$ cat src/hw/cias_cfg.svh
// Behaviour
// - Level zero disables; one to seven ascend.
// - Eligible only when level exceeds threshold.
// - Accept needs enable, request and level.
// - Three-bit threshold; all ones blocks all.
// - Enable, requests, levels, threshold stored independently.
// - Use read-modify-write instructions to avoid lost requests.
// - Resolve at instruction end, start next cycle.
// - String and accumulate instructions are suspended.
// - Info read first; clears accepted request.
// - Save flags into hidden temporary register.
// - Clear enable, debug, stack flags; soft 32-63 keep stack.
// - Push saved flags, then program counter.
// - Load accepted level into threshold, then fetch.
// - Sequence 18/19/20 cycles; 8-bit bus 20.
// - Debugger adds two cycles; match/step add one.
// - Instruction wait never exceeds thirty cycles.
// - Watchdog/NMI threshold 7, reset 0, else unchanged.
// - Hardware sets request; software may only clear.
// - Global enable is zero after reset.
// - Highest level wins; ties by fixed order.
// - Class order reset, NMI, debugger, watchdog, peripheral, step, match.
`ifndef CIAS_CFG_SVH
`define CIAS_CFG_SVH
`define CIAS_NUM_SRC 8
`define CIAS_LVL_W 3
`define CIAS_LVL_OFF 3'h0
`define CIAS_LVL_MAX 3'h7
`define CIAS_INFO_ADDR 20'h00000
`define CIAS_SEQ_BASE 5'h12
`define CIAS_SEQ_BYTE 5'h14
`define CIAS_ADD_DBG 5'h02
`define CIAS_ADD_STEP 5'h01
`define CIAS_WAIT_MAX 5'h1E
`define CIAS_SOFT_LO 6'h20
`define CIAS_FLG_I 6
`define CIAS_FLG_D 5
`define CIAS_FLG_U 7
`define CIAS_FLG_IPL_LO 12
`endif

$ cat src/hw/cias_pkg.sv
package cias_pkg;
	typedef enum logic [5:0] {
		ST_IDLE = 6'h01,
		ST_INFO = 6'h02,
		ST_SAVE = 6'h04,
		ST_PUSHF = 6'h08,
		ST_PUSHPC = 6'h10,
		ST_DONE = 6'h20
	} cias_state_t;
	typedef enum logic [2:0] {
		CL_NONE = 3'h0,
		CL_RESET = 3'h1,
		CL_NMI = 3'h2,
		CL_DEBUG = 3'h3,
		CL_WDOG = 3'h4,
		CL_PERIPH = 3'h5,
		CL_STEP = 3'h6,
		CL_MATCH = 3'h7
	} cias_class_t;
	typedef struct packed {
		logic reset;
		logic nmi;
		logic debug;
		logic wdog;
		logic step;
		logic match;
	} cias_special_t;
	typedef struct packed {
		logic [4:0] number;
		logic [2:0] level;
		cias_class_t cls;
	} cias_info_t;
	typedef struct packed {
		cias_state_t st;
		logic [4:0] cnt;
		logic [4:0] len;
		logic [15:0] tmp_flg;
		logic [15:0] processor_flag_register;
		logic [7:0] req;
		logic [23:0] lvl;
		cias_info_t info;
		logic entry;
		logic [15:0] push;
		logic push_v;
		logic push_pc;
	} cias_regs_t;
endpackage : cias_pkg

$ cat src/hw/cias_accept.sv
`timescale 1ns/100ps
`include "cias_cfg.svh"
module cias_accept
	import cias_pkg::*;
#(
	parameter int NSRC = `CIAS_NUM_SRC
) (
	input wire logic i_clk,
	input wire logic i_reset_n,
	input wire logic [NSRC-1:0] i_src_req,
	input wire logic [NSRC-1:0] i_req_clr,
	input wire logic i_lvl_wr,
	input wire logic [2:0] i_lvl_idx,
	input wire logic [2:0] i_lvl_data,
	input wire logic i_flg_wr,
	input wire logic [15:0] i_flg_data,
	input wire cias_special_t i_special,
	input wire logic i_insn_done,
	input wire logic i_insn_suspendable,
	input wire logic i_soft_int,
	input wire logic [5:0] i_soft_num,
	input wire logic i_bus_8bit,
	input wire logic i_vec_odd,
	input wire logic i_sp_odd,
	output logic o_irq_pending,
	output logic o_suspend,
	output logic o_entry,
	output logic o_info_rd,
	output logic [19:0] o_info_addr,
	output cias_info_t o_info,
	output logic o_push_valid,
	output logic o_push_is_pc,
	output logic [15:0] o_push_data,
	output logic o_fetch_start,
	output logic [15:0] o_flg,
	output logic [NSRC-1:0] o_req,
	output logic [3*NSRC-1:0] o_lvl
);
	cias_regs_t r_q, r_d;
	logic [NSRC-1:0] src_s1_q, src_s2_q, src_s3_q;
	logic [2:0] best_lvl;
	logic [4:0] best_idx;
	logic best_v;
	cias_class_t win_cls;

	function automatic logic [2:0] src_lvl(input logic [23:0] l, input int i);
		src_lvl = l[3*i +: 3];
	endfunction : src_lvl

	function automatic logic [4:0] seq_len(input logic b8, input logic vo,
		input logic so, input cias_class_t c);
		logic [4:0] n;
		n = b8 ? `CIAS_SEQ_BYTE : (`CIAS_SEQ_BASE + {4'h0, vo} + {4'h0, so});
		if (c == CL_DEBUG) begin
			n = n + `CIAS_ADD_DBG;
		end else if (c == CL_STEP || c == CL_MATCH) begin
			n = n + `CIAS_ADD_STEP;
		end
		seq_len = n;
	endfunction : seq_len

	// Pins are asynchronous, so they pass two flops before the edge detect.
	always_ff @(posedge i_clk) begin
		if (!i_reset_n) begin
			src_s1_q <= '0;
			src_s2_q <= '0;
			src_s3_q <= '0;
		end else begin
			src_s1_q <= i_src_req;
			src_s2_q <= src_s1_q;
			src_s3_q <= src_s2_q;
		end
	end

	// Lower index wins a level tie, giving a fixed hardware order.
	always_comb begin
		best_lvl = `CIAS_LVL_OFF;
		best_idx = 5'h00;
		best_v = 1'b0;
		for (int i = NSRC - 1; i >= 0; i--) begin
			if (r_q.req[i] && src_lvl(r_q.lvl, i) != `CIAS_LVL_OFF &&
				src_lvl(r_q.lvl, i) >
				r_q.processor_flag_register[`CIAS_FLG_IPL_LO +: 3] &&
				src_lvl(r_q.lvl, i) >= best_lvl) begin
				best_lvl = src_lvl(r_q.lvl, i);
				best_idx = 5'(i);
				best_v = 1'b1;
			end
		end
	end

	always_comb begin
		if (i_special.reset) begin
			win_cls = CL_RESET;
		end else if (i_special.nmi) begin
			win_cls = CL_NMI;
		end else if (i_special.debug) begin
			win_cls = CL_DEBUG;
		end else if (i_special.wdog) begin
			win_cls = CL_WDOG;
		end else if (best_v && r_q.processor_flag_register[`CIAS_FLG_I]) begin
			win_cls = CL_PERIPH;
		end else if (i_special.step) begin
			win_cls = CL_STEP;
		end else if (i_special.match) begin
			win_cls = CL_MATCH;
		end else begin
			win_cls = CL_NONE;
		end
	end

	always_comb begin
		r_d = r_q;
		r_d.entry = 1'b0;
		r_d.push_v = 1'b0;
		// Set wins over clear so a request in the clear cycle is kept.
		r_d.req = (r_q.req & ~i_req_clr) | (src_s2_q & ~src_s3_q);
		if (i_lvl_wr) begin
			r_d.lvl[3*i_lvl_idx +: 3] = i_lvl_data;
		end
		if (i_flg_wr) begin
			r_d.processor_flag_register = i_flg_data;
		end
		if (i_soft_int && i_soft_num >= `CIAS_SOFT_LO) begin
			r_d.processor_flag_register[`CIAS_FLG_I] = 1'b0;
			r_d.processor_flag_register[`CIAS_FLG_D] = 1'b0;
		end
		case (r_q.st)
			ST_IDLE: begin
				// Clearing the count keeps the fetch strobe to one cycle.
				r_d.cnt = 5'h00;
				if (win_cls != CL_NONE &&
					(i_insn_done || i_insn_suspendable)) begin
					r_d.st = ST_INFO;
					r_d.entry = 1'b1;
					r_d.cnt = 5'h01;
					r_d.len = seq_len(i_bus_8bit, i_vec_odd, i_sp_odd, win_cls);
					r_d.info.cls = win_cls;
					r_d.info.number = best_idx;
					r_d.info.level = best_lvl;
				end
			end
			ST_INFO: begin
				if (r_q.info.cls == CL_PERIPH) begin
					r_d.req[r_q.info.number[2:0]] = 1'b0;
				end
				r_d.tmp_flg = r_q.processor_flag_register;
				r_d.st = ST_SAVE;
			end
			ST_SAVE: begin
				r_d.processor_flag_register[`CIAS_FLG_I] = 1'b0;
				r_d.processor_flag_register[`CIAS_FLG_D] = 1'b0;
				r_d.processor_flag_register[`CIAS_FLG_U] = 1'b0;
				r_d.st = ST_PUSHF;
			end
			ST_PUSHF: begin
				r_d.push = r_q.tmp_flg;
				r_d.push_v = 1'b1;
				r_d.push_pc = 1'b0;
				r_d.st = ST_PUSHPC;
			end
			ST_PUSHPC: begin
				r_d.push_v = 1'b1;
				r_d.push_pc = 1'b1;
				r_d.st = ST_DONE;
			end
			ST_DONE: begin
				if (r_q.cnt >= r_q.len - 5'h01) begin
					case (r_q.info.cls)
						CL_PERIPH: r_d.processor_flag_register[`CIAS_FLG_IPL_LO +: 3] = r_q.info.level;
						CL_NMI, CL_WDOG:
							r_d.processor_flag_register[`CIAS_FLG_IPL_LO +: 3] = `CIAS_LVL_MAX;
						CL_RESET:
							r_d.processor_flag_register[`CIAS_FLG_IPL_LO +: 3] = `CIAS_LVL_OFF;
						default: r_d.processor_flag_register = r_d.processor_flag_register;
					endcase
					r_d.st = ST_IDLE;
				end
			end
			default: r_d.st = ST_IDLE;
		endcase
		if (r_q.st != ST_IDLE) begin
			r_d.cnt = r_q.cnt + 5'h01;
		end
	end

	always_ff @(posedge i_clk) begin
		if (!i_reset_n) begin
			r_q <= '0;
			r_q.st <= ST_IDLE;
		end else begin
			r_q <= r_d;
		end
	end

	assign o_irq_pending = (win_cls != CL_NONE);
	assign o_suspend = (r_q.st == ST_IDLE) && (win_cls != CL_NONE) &&
		i_insn_suspendable;
	assign o_entry = r_q.entry;
	assign o_info_rd = (r_q.st == ST_INFO);
	assign o_info_addr = `CIAS_INFO_ADDR;
	assign o_info = r_q.info;
	assign o_push_valid = r_q.push_v;
	assign o_push_is_pc = r_q.push_pc;
	assign o_push_data = r_q.push;
	// Fetch starts after the threshold update lands.
	assign o_fetch_start = (r_q.st == ST_IDLE) && (r_q.cnt != 5'h00) &&
		(r_q.cnt == r_q.len);
	assign o_flg = r_q.processor_flag_register;
	assign o_req = r_q.req;
	assign o_lvl = r_q.lvl;

	property p_no_accept_disabled;
		@(posedge i_clk) disable iff (!i_reset_n)
		(r_q.entry && r_q.info.cls == CL_PERIPH) |->
		$past(r_q.processor_flag_register[`CIAS_FLG_I]) && r_q.info.level != 3'h0 &&
		r_q.info.level > $past(r_q.processor_flag_register[14:12]);
	endproperty
	a_no_accept_disabled: assert property (p_no_accept_disabled)
		else $error("peripheral accepted while not eligible");

	property p_req_clear;
		@(posedge i_clk) disable iff (!i_reset_n)
		(r_q.st == ST_INFO && r_q.info.cls == CL_PERIPH && !src_s2_q[0]) |=>
		(r_q.info.number != 5'h00 || !r_q.req[0]);
	endproperty
	a_req_clear: assert property (p_req_clear)
		else $error("request bit not cleared by info read");

	property p_flags_cleared;
		@(posedge i_clk) disable iff (!i_reset_n)
		(r_q.st == ST_SAVE && !i_flg_wr) |=>
		!r_q.processor_flag_register[`CIAS_FLG_I] && !r_q.processor_flag_register[`CIAS_FLG_U];
	endproperty
	a_flags_cleared: assert property (p_flags_cleared)
		else $error("flags not cleared");

	property p_push_order;
		@(posedge i_clk) disable iff (!i_reset_n)
		(r_q.push_v && !r_q.push_pc) |=> (r_q.push_v && r_q.push_pc);
	endproperty
	a_push_order: assert property (p_push_order)
		else $error("program counter push did not follow flags");

	property p_seq_len;
		@(posedge i_clk) disable iff (!i_reset_n)
		(r_q.entry && !i_flg_wr) |-> r_q.len >= 5'd18 && r_q.len <= 5'd22;
	endproperty
	a_seq_len: assert property (p_seq_len)
		else $error("sequence length out of range");

	property p_seq_done;
		@(posedge i_clk) disable iff (!i_reset_n)
		r_q.entry |-> ##[17:21] (r_q.st == ST_IDLE);
	endproperty
	a_seq_done: assert property (p_seq_done)
		else $error("sequence did not finish in time");

	property p_nmi_ipl;
		@(posedge i_clk) disable iff (!i_reset_n)
		(r_q.st == ST_DONE && r_d.st == ST_IDLE && r_q.info.cls == CL_NMI
		&& !i_flg_wr) |=> r_q.processor_flag_register[14:12] == 3'h7;
	endproperty
	a_nmi_ipl: assert property (p_nmi_ipl)
		else $error("threshold not seven after NMI");

	property p_reset_enable;
		@(posedge i_clk) !i_reset_n |=> !r_q.processor_flag_register[`CIAS_FLG_I];
	endproperty
	a_reset_enable: assert property (p_reset_enable)
		else $error("enable flag set after reset");
endmodule : cias_accept

$ cat config.mk
export PLATFORM = sky130hd
export DESIGN_NAME = cias_accept
export DESIGN_NICKNAME = d
export VERILOG_FILES = /design/src/hw/cias_pkg.sv /design/src/hw/cias_accept.sv
export VERILOG_INCLUDE_DIRS = /design/src /design/src/hw
export SDC_FILE = /design/constraint.sdc
export NUM_CORES = 1
export LEC_CHECK = 0
export BUFFER_PORTS_ARGS = -buffer_cell sky130_fd_sc_hd__buf_2
export CAP_MARGIN = 20
export CORE_MARGIN = 1.5
export CORE_UTILIZATION = 59
export DETAILED_ROUTE_END_ITERATION = 16
export MAX_ROUTING_LAYER = met4
export PLACE_DENSITY = 0.86
export SLEW_MARGIN = 20
export SYNTH_ARGS = -nofsm -noshare
export SYNTH_HDL_FRONTEND = slang
export SYNTH_SLANG_ARGS = --single-unit
$ cat constraint.sdc
create_clock -name i_clk -period 39.3 [get_ports i_clk]
set_input_delay 7.86 -clock i_clk [delete_from_list [all_inputs] [get_ports i_clk]]
set_output_delay 7.86 -clock i_clk [all_outputs]
set_load 0.01 [all_outputs]
After elaboration in Yosys (flattened, before gate mapping)
Index checks and enable logic that the tools add are counted.

Word-level logic and storage cells: 174. Output and inout bits: 102. Input port bits: 60. Flip-flop bits (word level): 134.

Bitwise gates (word level): 7. Add/subtract/negate cells: 7. Muxes and demuxes: 53. Order comparisons: 20. Equality and inequality tests: 17. Shift-type cells: 2. Multipliers: 1. Reductions and logical operators: 50.

Operator list (count): $mux 5 (12); $mux 3 (16); $pmux 6 s6 (1); $neg 5->34 (1); $shift 3x34->24 const A (1); $shiftx 3x34->24 (1); $logic_and 1x1->1 (32); $mux 16 (2); $reduce_bool 3->1 (9); $and 8x8->8 (3); $bwmux 24 (1); $gt 3x3->1 (8); $not 8->8 (3); $ge 3x3->1 (7); $mux 8 (2); $mux 15 (1); $eq 3x3->1 const B (4); $add 5x1->5 const B (2); $mux 1 (10); $mux 10 (1); $pmux 3 s3 (1); $or 8x8->8 (1); $mux 7 (1); $eq 3x2->1 const B (2); other kinds (29) (35).

Logic depth before layout (Yosys ltp)
Gate-level depths: netlist of run 1.

Depth in word-level cells: 39. Mapped depth: 61. Gate-level depth less buffers: 59.

Worst setup path after synthesis of run 1
OpenSTA, ideal clock, no wires.

Path type: reg-to-output. From: register r_q, in the netlist o_flg[14]. To: output o_suspend. Path slack: 20.021 ns. Buffers on the path: 1. Required time: 31.440 ns. Stages on the path, launching flop included: 59. Arrival time: 11.419 ns. Cells stage by stage: dfxtp_1 -> inv_1 -> ha_1 -> and3_1 -> a211o_1 -> nor2_1 -> nand2_1 -> ha_1 -> a21o_1 -> a31oi_1 -> nor4_2 -> nand2_1 -> mux2_2 -> ha_1 -> nand2b_1 -> a21oi_1 -> and3_1 -> a311oi_4 -> (+23 left out) -> o21ai_0 -> ha_1 -> nand2b_1 -> a21o_1 -> a21oi_1 -> nor3_1 -> a21oi_1 -> a22oi_1 -> ha_1 -> nand2b_1 -> a21o_1 -> a21oi_1 -> nor3_1 -> inv_1 -> nand2b_1 -> o41ai_4 -> nand2_1 -> and3_1.

Word-level cells in the longest chain between the ends: 34. Elaborated cells on any way between the ends: 55.

RTL lines: start: declaration (RTL line cias_accept.sv:39) `cias_regs_t r_q, r_d;`; start signal: assignment (RTL line cias_accept.sv:192) `r_q <= r_d;`; $gt 3x3->1 (RTL line cias_accept.sv:82) `src_lvl(r_q.lvl, i) >`; $logic_and 1x1->1 (2 in series) (RTL line cias_accept.sv:81) `` if (r_q.req[i] && src_lvl(r_q.lvl, i) != `CIAS_LVL_OFF && ``; $mux 3 (RTL line cias_accept.sv:81); $ge 3x3->1 (RTL line cias_accept.sv:84) `src_lvl(r_q.lvl, i) >= best_lvl) begin`; $logic_and 1x1->1 (RTL line cias_accept.sv:81); $mux 3 (RTL line cias_accept.sv:81); $ge 3x3->1 (RTL line cias_accept.sv:84); $logic_and 1x1->1 (RTL line cias_accept.sv:81); (+17 left out); $mux 3 * (RTL line cias_accept.sv:101) `` end else if (best_v && r_q.processor_flag_register[`CIAS_FLG_I]) begin ``; $mux 3 * (RTL line cias_accept.sv:99) `end else if (i_special.wdog) begin`; $mux 3 * (RTL line cias_accept.sv:97) `end else if (i_special.debug) begin`; $mux 3 * (RTL line cias_accept.sv:95) `end else if (i_special.nmi) begin`; $mux 3 * (RTL line cias_accept.sv:93) `if (i_special.reset) begin`; $reduce_bool 3->1 *; named net o_irq_pending (RTL line cias_accept.sv:25) `output logic o_irq_pending,`; $logic_and 1x1->1 * (2 in series) (RTL line cias_accept.sv:197) `assign o_suspend = (r_q.st == ST_IDLE) && (win_cls != CL_NONE) &&`; end: declaration (RTL line cias_accept.sv:26) `output logic o_suspend,`.

Mark *: on every way through the listed nets, which the timed path passes. The rest lies on a longest branch.

Worst setup path in the final report of run 1
From: register r_q, in the netlist o_flg[12]. To: output o_suspend.

Word-level cells in the longest chain between the ends: 34. Elaborated cells on any way between the ends: 55.

RTL lines (RTL line): $gt 3x3->1 (cias_accept.sv:82); $logic_and 1x1->1 (2 in series) (cias_accept.sv:81); $mux 3 (cias_accept.sv:81); $ge 3x3->1 (cias_accept.sv:84); $logic_and 1x1->1 (cias_accept.sv:81); $mux 3 (cias_accept.sv:81); $ge 3x3->1 (cias_accept.sv:84); $logic_and 1x1->1 (cias_accept.sv:81); (+16 left out); $logic_and 1x1->1 * (cias_accept.sv:101); $mux 3 * (cias_accept.sv:101); $mux 3 * (cias_accept.sv:99); $mux 3 * (cias_accept.sv:97); $mux 3 * (cias_accept.sv:95); $mux 3 * (cias_accept.sv:93); $reduce_bool 3->1 * (cias_accept.sv:197); $logic_and 1x1->1 * (2 in series) (cias_accept.sv:197).

Mark *: on every way between the ends. The rest lies on a longest branch, timed or not.

==> run_results.csv, run 1 <==
group,metric,value,unit
outcome,status,"finished, final reports clean",
pwr,pwr-share-comb,10.8,%
global_routing,grt_pass1_wl,26620,µm
pwr,swShare,24.69,%
clock_tree,clock_sinks,132,
placed_design,io_buffers,134,
routing,drtIter0Drc,384,
min_path,hold_class,"reg -> reg",
die,start_util,61.44,%
timing,hold_viol,0,
synth,syn_area,7472,µm²
timing,finalHoldWorstSlack,0.4298,ns
timing,clock_skew,0.01220,ns
pwr,p_switching,86.20,µW
pwr,p_per_area,42.29,nW/µm²
final_layout,final_nets,1056,
synth,ys_top_cells_by_area,"dfxtp_1 (35%), buf_4 (9.6%), ha_1 (9.0%)",
clock_tree,clk_path_buf_depth,2,
routing,viasPerCell,5.459,
clock_tree,clock_latency,0.42,ns
pwr,p_int,262.9,µW
pwr,pwr-share-seq,41.1,%
die,rows,40,
final_layout,drive_gt1_share,19.27,%
synth,synth_edf_count,0,
critical_path,slowest_stage,"nor3_1",
global_routing,grt_usage,26.34,%
synth,synthFlopType,"dfxtp_1",
placed_design,gp_congestion,0.9048,
global_routing,grt_pass1_vias,5672,
timing,tightest_slew,0.9626,ns
routing,dr.pass1.iters,5,
pwr,leakage,3.631,nW
timing,final.setup.tns,0,ns
synth,yosys.cell_count.top_type,"dfxtp_1",
critical_path,crit_family,"compound AO/OA/AOI/OAI gates",
final_layout,syn_to_final_growth,10.48,%
placed_design,pre_cts_slack,18.38,ns
timing,slew_headroom,35.82,%
critical_path,cp_data_required_time,31.44,ns
clock_tree,clkTransAtPathRegs,0.05,ns
synth,yosys_warnings,0,
clock_tree,cts_max_level,4,
final_layout,multiInputGateArea,3936,µm²
placed_design,hpwl,11870,µm
pwr,ir_drop,0.03629,mV
synth,yosysTopAreaCellShare,35.37,%
synth,synth_commonest_cells,"dfxtp_1 (132), nand2_1 (102), buf_4 (96), nor2_1 (83), a21oi_1 (79)",
critical_path,startpoint_type,"flop",
routing,wirelength,16700,µm
timing,period_share,54.88,%
clock_tree,cts-root-buf,"clkbuf_16",
final_layout,regArea,2643,µm²
synth,yosysSeqAreaShare,35.37,%
routing,antenna_left,0,
synth,synth-seq-cells,132,
synth,syn_avg_cell_area,8.415,µm²
clock_tree,cts_hold_buf,0,
synth,synthArstFlopShare,0,%
critical_path,endpoint_kind,"primary output",
global_routing,antenna_found_initial,0,
synth,synth_top_area_cell,"dfxtp_1",
synth,synth_cell_type_count,65,
die,die_h,115.5,µm
clock_tree,cts_buffers,17,
global_routing,grt_max_degree,94,
die,core-area,12160,µm²
global_routing,overflow,0,
timing,setup_slack,17.73,ns
timing,setup_viol,0,
critical_path,crit_type,"reg -> out",
die,die_w,115.5,µm
critical_path,cpPeakStageDelay,0.76,ns
routing,vias,6130,
die,die_area,13350,µm²
final_layout,diodes,0,
timing,fin_crit,21.57,ns
pwr,clkPwrFrac,48.1,%
critical_path,path_buf_inv,3,
critical_path,path_max_fanout,11,
die,ios,162,
clock_tree,cts_setup_buffers,0,
critical_path,timing.critical_path.mode_cell,"ha_1",
routing,wl_per_cell,14.87,µm
timing,fmax,46.37,MHz
clock_tree,cts_resized,0,
timing,rsz0062_at_grt,"false",
critical_path,arrival,13.71,ns
run,max_cap_violations,0,
synth,synthCells,888,
routing,drcViolationCount,0,
clock_tree,cts_tree,"yes",
final_layout,fillCellCount,1007,
timing,slew_violations,0,
per-layer routing:
metal / GRT usage, % / wire length, µm / vias up
li1: - / - / 3054
met1: 31.64 / 7322 / 2842
met2: 41.81 / 7945 / 199
met3: 6.172 / 1008 / 35
met4: 12.43 / 427 / 0
met5: - / 0 / -
power by group through the flow:
stage | Combinational, mW | Sequential (mW) | Clock (mW)
global placement | 0.0366 | 0.146 | 0
global route | 0.0425 | 0.144 | 0.176
finish | 0.0378 | 0.143 | 0.168
floorplan | 0.0311 | 0.145 | 0
CTS | 0.0379 | 0.143 | 0.170
detailed placement | 0.0375 | 0.146 | 0
cell families after synthesis:
kind of cell / Yosys count / share of synthesized area [%]
and+or+nand+nor: 315 / 20.28
AOI/OAI and AO/OA: 169 / 14.85
buffers and inverters: 161 / 13.01
DFF: 132 / 35.36
adders and majority gates: 55 / 9.176
muxes: 44 / 5.978
xor gates and xnor gates: 11 / 1.289
other: 1 / 0.05019
final timing paths:
kind / startpoint / end / slack, ns / depth (start not counted)
min reg2reg: src_s1_q[5] / src_s2_q[5] / 0.43 / 1
min: src_s1_q[5] / src_s2_q[5] / 0.43 / 1
max: o_flg[12] / o_suspend / 17.73 / 57
max reg2reg: o_flg[12] / o_info[0] / 25.56 / 56
cell type report:
cell class                      instances  share of cell area (%)
Inverter                               40                   1.819
Timing Repair Buffer                  135                   8.215
Tap cell                              168                   2.546
Sequential cell                       132                   32.01
Multi-Input combinational cell        616                   47.68
Clock inverter                         10                   1.743
Clock buffer                           22                   5.987
flip-flops by register name (all words and copies together), names as in the netlist:
signal	cells
src_s2_q	8
o_lvl	24
src_s3_q	8
r_q	32
src_s1_q	8
o_info	9
o_push_is_pc	1
o_flg	16
o_entry	1
o_req	8
o_push_valid	1
o_push_data	16
cells in the final DEF (no fill, tap or decap), drive strengths merged, types with 4 or more instances in the layout:
cell	instances
nand2b	26
clkinv	4
or3	4
ha	54
a21o	12
nor2	84
nor3	13
clkbuf	22
o22a	4
inv	40
nand3b	7
and3	11
a221oi	8
conb	22
mux2i	39
o311ai	4
dfxtp	132
o22ai	5
a211o	4
nand2	102
buf	135
xnor2	8
mux2	5
nand3	16
nor2b	12
a21oi	79
o21ai	20
a31oi	8
and2	26
stage by stage:
| step | instances | total power, mW | area (µm²) | util (%) |
|---|---|---|---|---|
| final | 1123 | 0.3491 | 8255 | 67.88 |
| after global routing | 1123 | 0.3626 | 8255 | 67.88 |
| after CTS | 1123 | 0.3508 | 8255 | 67.88 |
| after detailed placement | 1091 | 0.1837 | 7617 | 62.63 |
| after global placement | 1091 | 0.1826 | 7617 | 62.63 |
| after floorplan | 909 | 0.1757 | 7551 | - |
(Power assumes the default switching activity.)
==> run 2: changes to the inputs <==
--- a/config.mk
+++ b/config.mk
@@ -6,13 +6,14 @@
 export SDC_FILE = /design/constraint.sdc
 export NUM_CORES = 1
 export LEC_CHECK = 0
+export ABC_AREA = 1
 export BUFFER_PORTS_ARGS = -buffer_cell sky130_fd_sc_hd__buf_2
 export CAP_MARGIN = 20
 export CORE_MARGIN = 1.5
-export CORE_UTILIZATION = 59
+export CORE_UTILIZATION = 55
 export DETAILED_ROUTE_END_ITERATION = 16
 export MAX_ROUTING_LAYER = met4
-export PLACE_DENSITY = 0.86
+export PLACE_DENSITY = 0.8
 export SLEW_MARGIN = 20
 export SYNTH_ARGS = -nofsm -noshare
 export SYNTH_HDL_FRONTEND = slang
==> constraint.sdc (replaced) <==
create_clock -name i_clk -period 20 [get_ports i_clk]
set_input_delay 4 -clock i_clk [delete_from_list [all_inputs] [get_ports i_clk]]
set_output_delay 4 -clock i_clk [all_outputs]
set_load 0.01 [all_outputs]
==> run 2 against run 1 <==
- clock skew down 0.0044 ns
- wire length up 3.4%
- register-to-register slack got worse by 15 ns
- core utilization is 5.5 points lower
- sequential power rose by 100%
- clock-buffer cell count is 5 lower
==> run_results.csv, run 2 <==
group,metric,value,unit
synth,synthFlopType,"dfxtp_1",
timing,fmax,73.07,MHz
clock_tree,cts_resized,0,
clock_tree,clock_latency,0.42,ns
critical_path,crit_path_start,"o_flg[14]",
synth,synth_top_area_cell,"dfxtp_1",
critical_path,crit_family,"simple AND/OR/NAND/NOR gates",
synth,yosys_warnings,0,
timing,setup_viol,0,
clock_tree,cts_hold_buf,0,
routing,dr.pass1.iters,5,
clock_tree,cts_max_level,4,
routing,drcViolationCount,0,
global_routing,antenna_found_initial,0,
timing,tightest_slew,0.9927,ns
pwr,leakage,4.292,nW
final_layout,final_cell_count_no_fill,1270,
placed_design,hpwl,12480,µm
clock_tree,cts_buffers,17,
die,ios,162,
clock_tree,cts-root-buf,"clkbuf_16",
global_routing,grt_pass1_wl,27830,µm
critical_path,startpoint_type,"flop",
die,die_w,120.1,µm
synth,yosys.cell_count.top_type,"inv_1",
global_routing,overflow,0,
global_routing,grt_usage,24.95,%
global_routing,grt_max_degree,110,
final_layout,diodes,0,
clock_tree,cts_tree,"yes",
critical_path,path_buf_inv,14,
timing,rsz0062_at_grt,"false",
final_layout,final_nets,1195,
synth,synth-seq-cells,132,
die,core-area,13300,µm²
synth,yosysTopAreaCellShare,35.05,%
placed_design,gp_congestion,0.9354,
clock_tree,cts_setup_buffers,0,
critical_path,timing.critical_path.mode_cell,"nand2_1",
die,die_area,14420,µm²
routing,vias,6503,
final_layout,final_common_cell,"inv_1",
critical_path,worstReg2RegStart,"o_flg[14]",
global_routing,grt_pass1_vias,5946,
outcome,status,"finished, final reports clean",
timing,final.setup.tns,0,ns
die,rows,42,
timing,clock_skew,0.007789,ns
synth,yosysSeqAreaShare,35.05,%
synth,synth_commonest_cells,"inv_1 (150), nand2_1 (146), dfxtp_1 (132), nor2_1 (107), buf_4 (97)",
critical_path,path_max_fanout,10,
placed_design,dpl.cell_count,1238,
clock_tree,clock_sinks,132,
min_path,hp-start,"src_s1_q[4]",
final_layout,largest_register,"r_q",
synth,synthCells,1023,
synth,syn_avg_cell_area,7.369,µm²
die,start_util,56.70,%
run,max_cap_violations,0,
timing,hold_viol,0,
timing,period_share,68.43,%
die,die_h,120.1,µm
final_layout,drive_gt1_share,18.92,%
routing,wl_per_cell,13.60,µm
critical_path,crit_type,"reg -> out",
synth,synthArstFlopShare,0,%
timing,slew_headroom,33.82,%
critical_path,cpPeakStageDelay,0.43,ns
final_layout,mostFrequentLayoutCells,"inv_1 (150), nand2_1 (146), buf_2 (134), dfxtp_1 (132), nor2_1 (107)",
final_layout,fillCellCount,1185,
clock_tree,clk_path_buf_depth,2,
timing,fin_crit,13.69,ns
routing,drtIter0Drc,460,
pwr,p_per_area,84.80,nW/µm²
critical_path,slowest_stage,"inv_1",
pwr,ir_drop,0.06226,mV
final_layout,syn_to_final_growth,10.09,%
critical_path,reg2reg_slack,10.28,ns
synth,synth_edf_count,0,
critical_path,cp_data_required_time,16.00,ns
final_layout,regArea,2643,µm²
synth,synth_cell_type_count,42,
clock_tree,clkTransAtPathRegs,0.06,ns
critical_path,endpoint_kind,"primary output",
routing,viasPerCell,5.120,
min_path,hold_class,"reg -> reg",
synth,syn_area,7538,µm²
critical_path,arrival,9.69,ns
final_layout,largest_reg_flops,32,
final_layout,fin_util,62.42,%
routing,antenna_left,0,
final_layout,multiInputGateArea,3571,µm²
placed_design,io_buffers,134,
timing,slew_violations,0,
synth,ys_top_cells_by_area,"dfxtp_1 (35%), buf_4 (9.7%), ha_1 (9.0%)",
routing,wirelength,17270,µm
run 2: changes by cell type in the layout (fill, tap and decap cells not counted), moves of 11 or more:
cell      change
inv_1       +113
o21ai_0      +77
nand2_1      +44
mux2i_1      -39
and2_1       -26
nand2b_1     -26
nor2_1       +24
a21oi_1      -18
nand2_2      +13
nand3_1      +13
nand4_1      +12
nor2b_1      -12
a21o_1       -11
and3_1       -11
run 2: area by class of cell:
| class | count | area share [%] |
|---|---|---|
| clock buffers | 17 | 5.126 |
| clock inverters | 15 | 1.945 |
| inverters | 154 | 6.965 |
| multi-input cells | 638 | 43.03 |
| flip-flops and latches | 132 | 31.84 |
| well taps | 176 | 2.653 |
| repair buffers | 138 | 8.443 |
run 2: layer usage:
metal  vias up  part of all wire [%]  global-route usage, %
li1       3317                     -                      -
met1      2945                    44                  29.83
met2       206                    49                  41.29
met3        35                   5.1                  4.278
met4         0                   2.5                  11.09
met5         -                     0                      -
run 2: kinds of logic after synthesis:
| kind of cell | synth area share [%] |
|---|---|
| compound gates | 14.67 |
| xor+xnor | 1.046 |
| fa+ha+maj | 8.963 |
| buf+inv | 18.77 |
| flops | 35.05 |
| other cells | 0.04974 |
| simple gates | 21.44 |
run 2: worst min-delay path, cell delays in order, from the launching register on:
cell     delay [ns]
dfxtp_1        0.30
nand2_1        0.04
inv_1          0.04
run 2: path summary, 6_finish.rpt:
kind / end / cells past startpoint
worst max-delay path: o_suspend / 78
worst min-delay path: src_s2_q[4] / 2
worst max register to register: o_info[7] / 78
worst min register to register: src_s2_q[4] / 2
run 2: power by group:
part / internal, mW / leakage [nW] / switching (mW)
registers: 0.277 / 1.08 / 0.0107
logic: 0.0394 / 2.93 / 0.0671
clock network: 0.177 / 0.286 / 0.132
run 2: stage by stage:
step	instance area (µm²)	hold WS (ns)	worst slack (ns)	total power, mW
2_1_floorplan	7617	0.3905	8.059	0.3789
3_3_place_gp	7707	0.3926	6.930	0.3959
3_5_place_dp	7707	0.4001	6.791	0.3988
4_1_cts	8294	0.4142	6.271	0.7075
5_1_grt	8299	0.4374	5.218	0.7353
6_report	8299	0.4160	6.314	0.7037
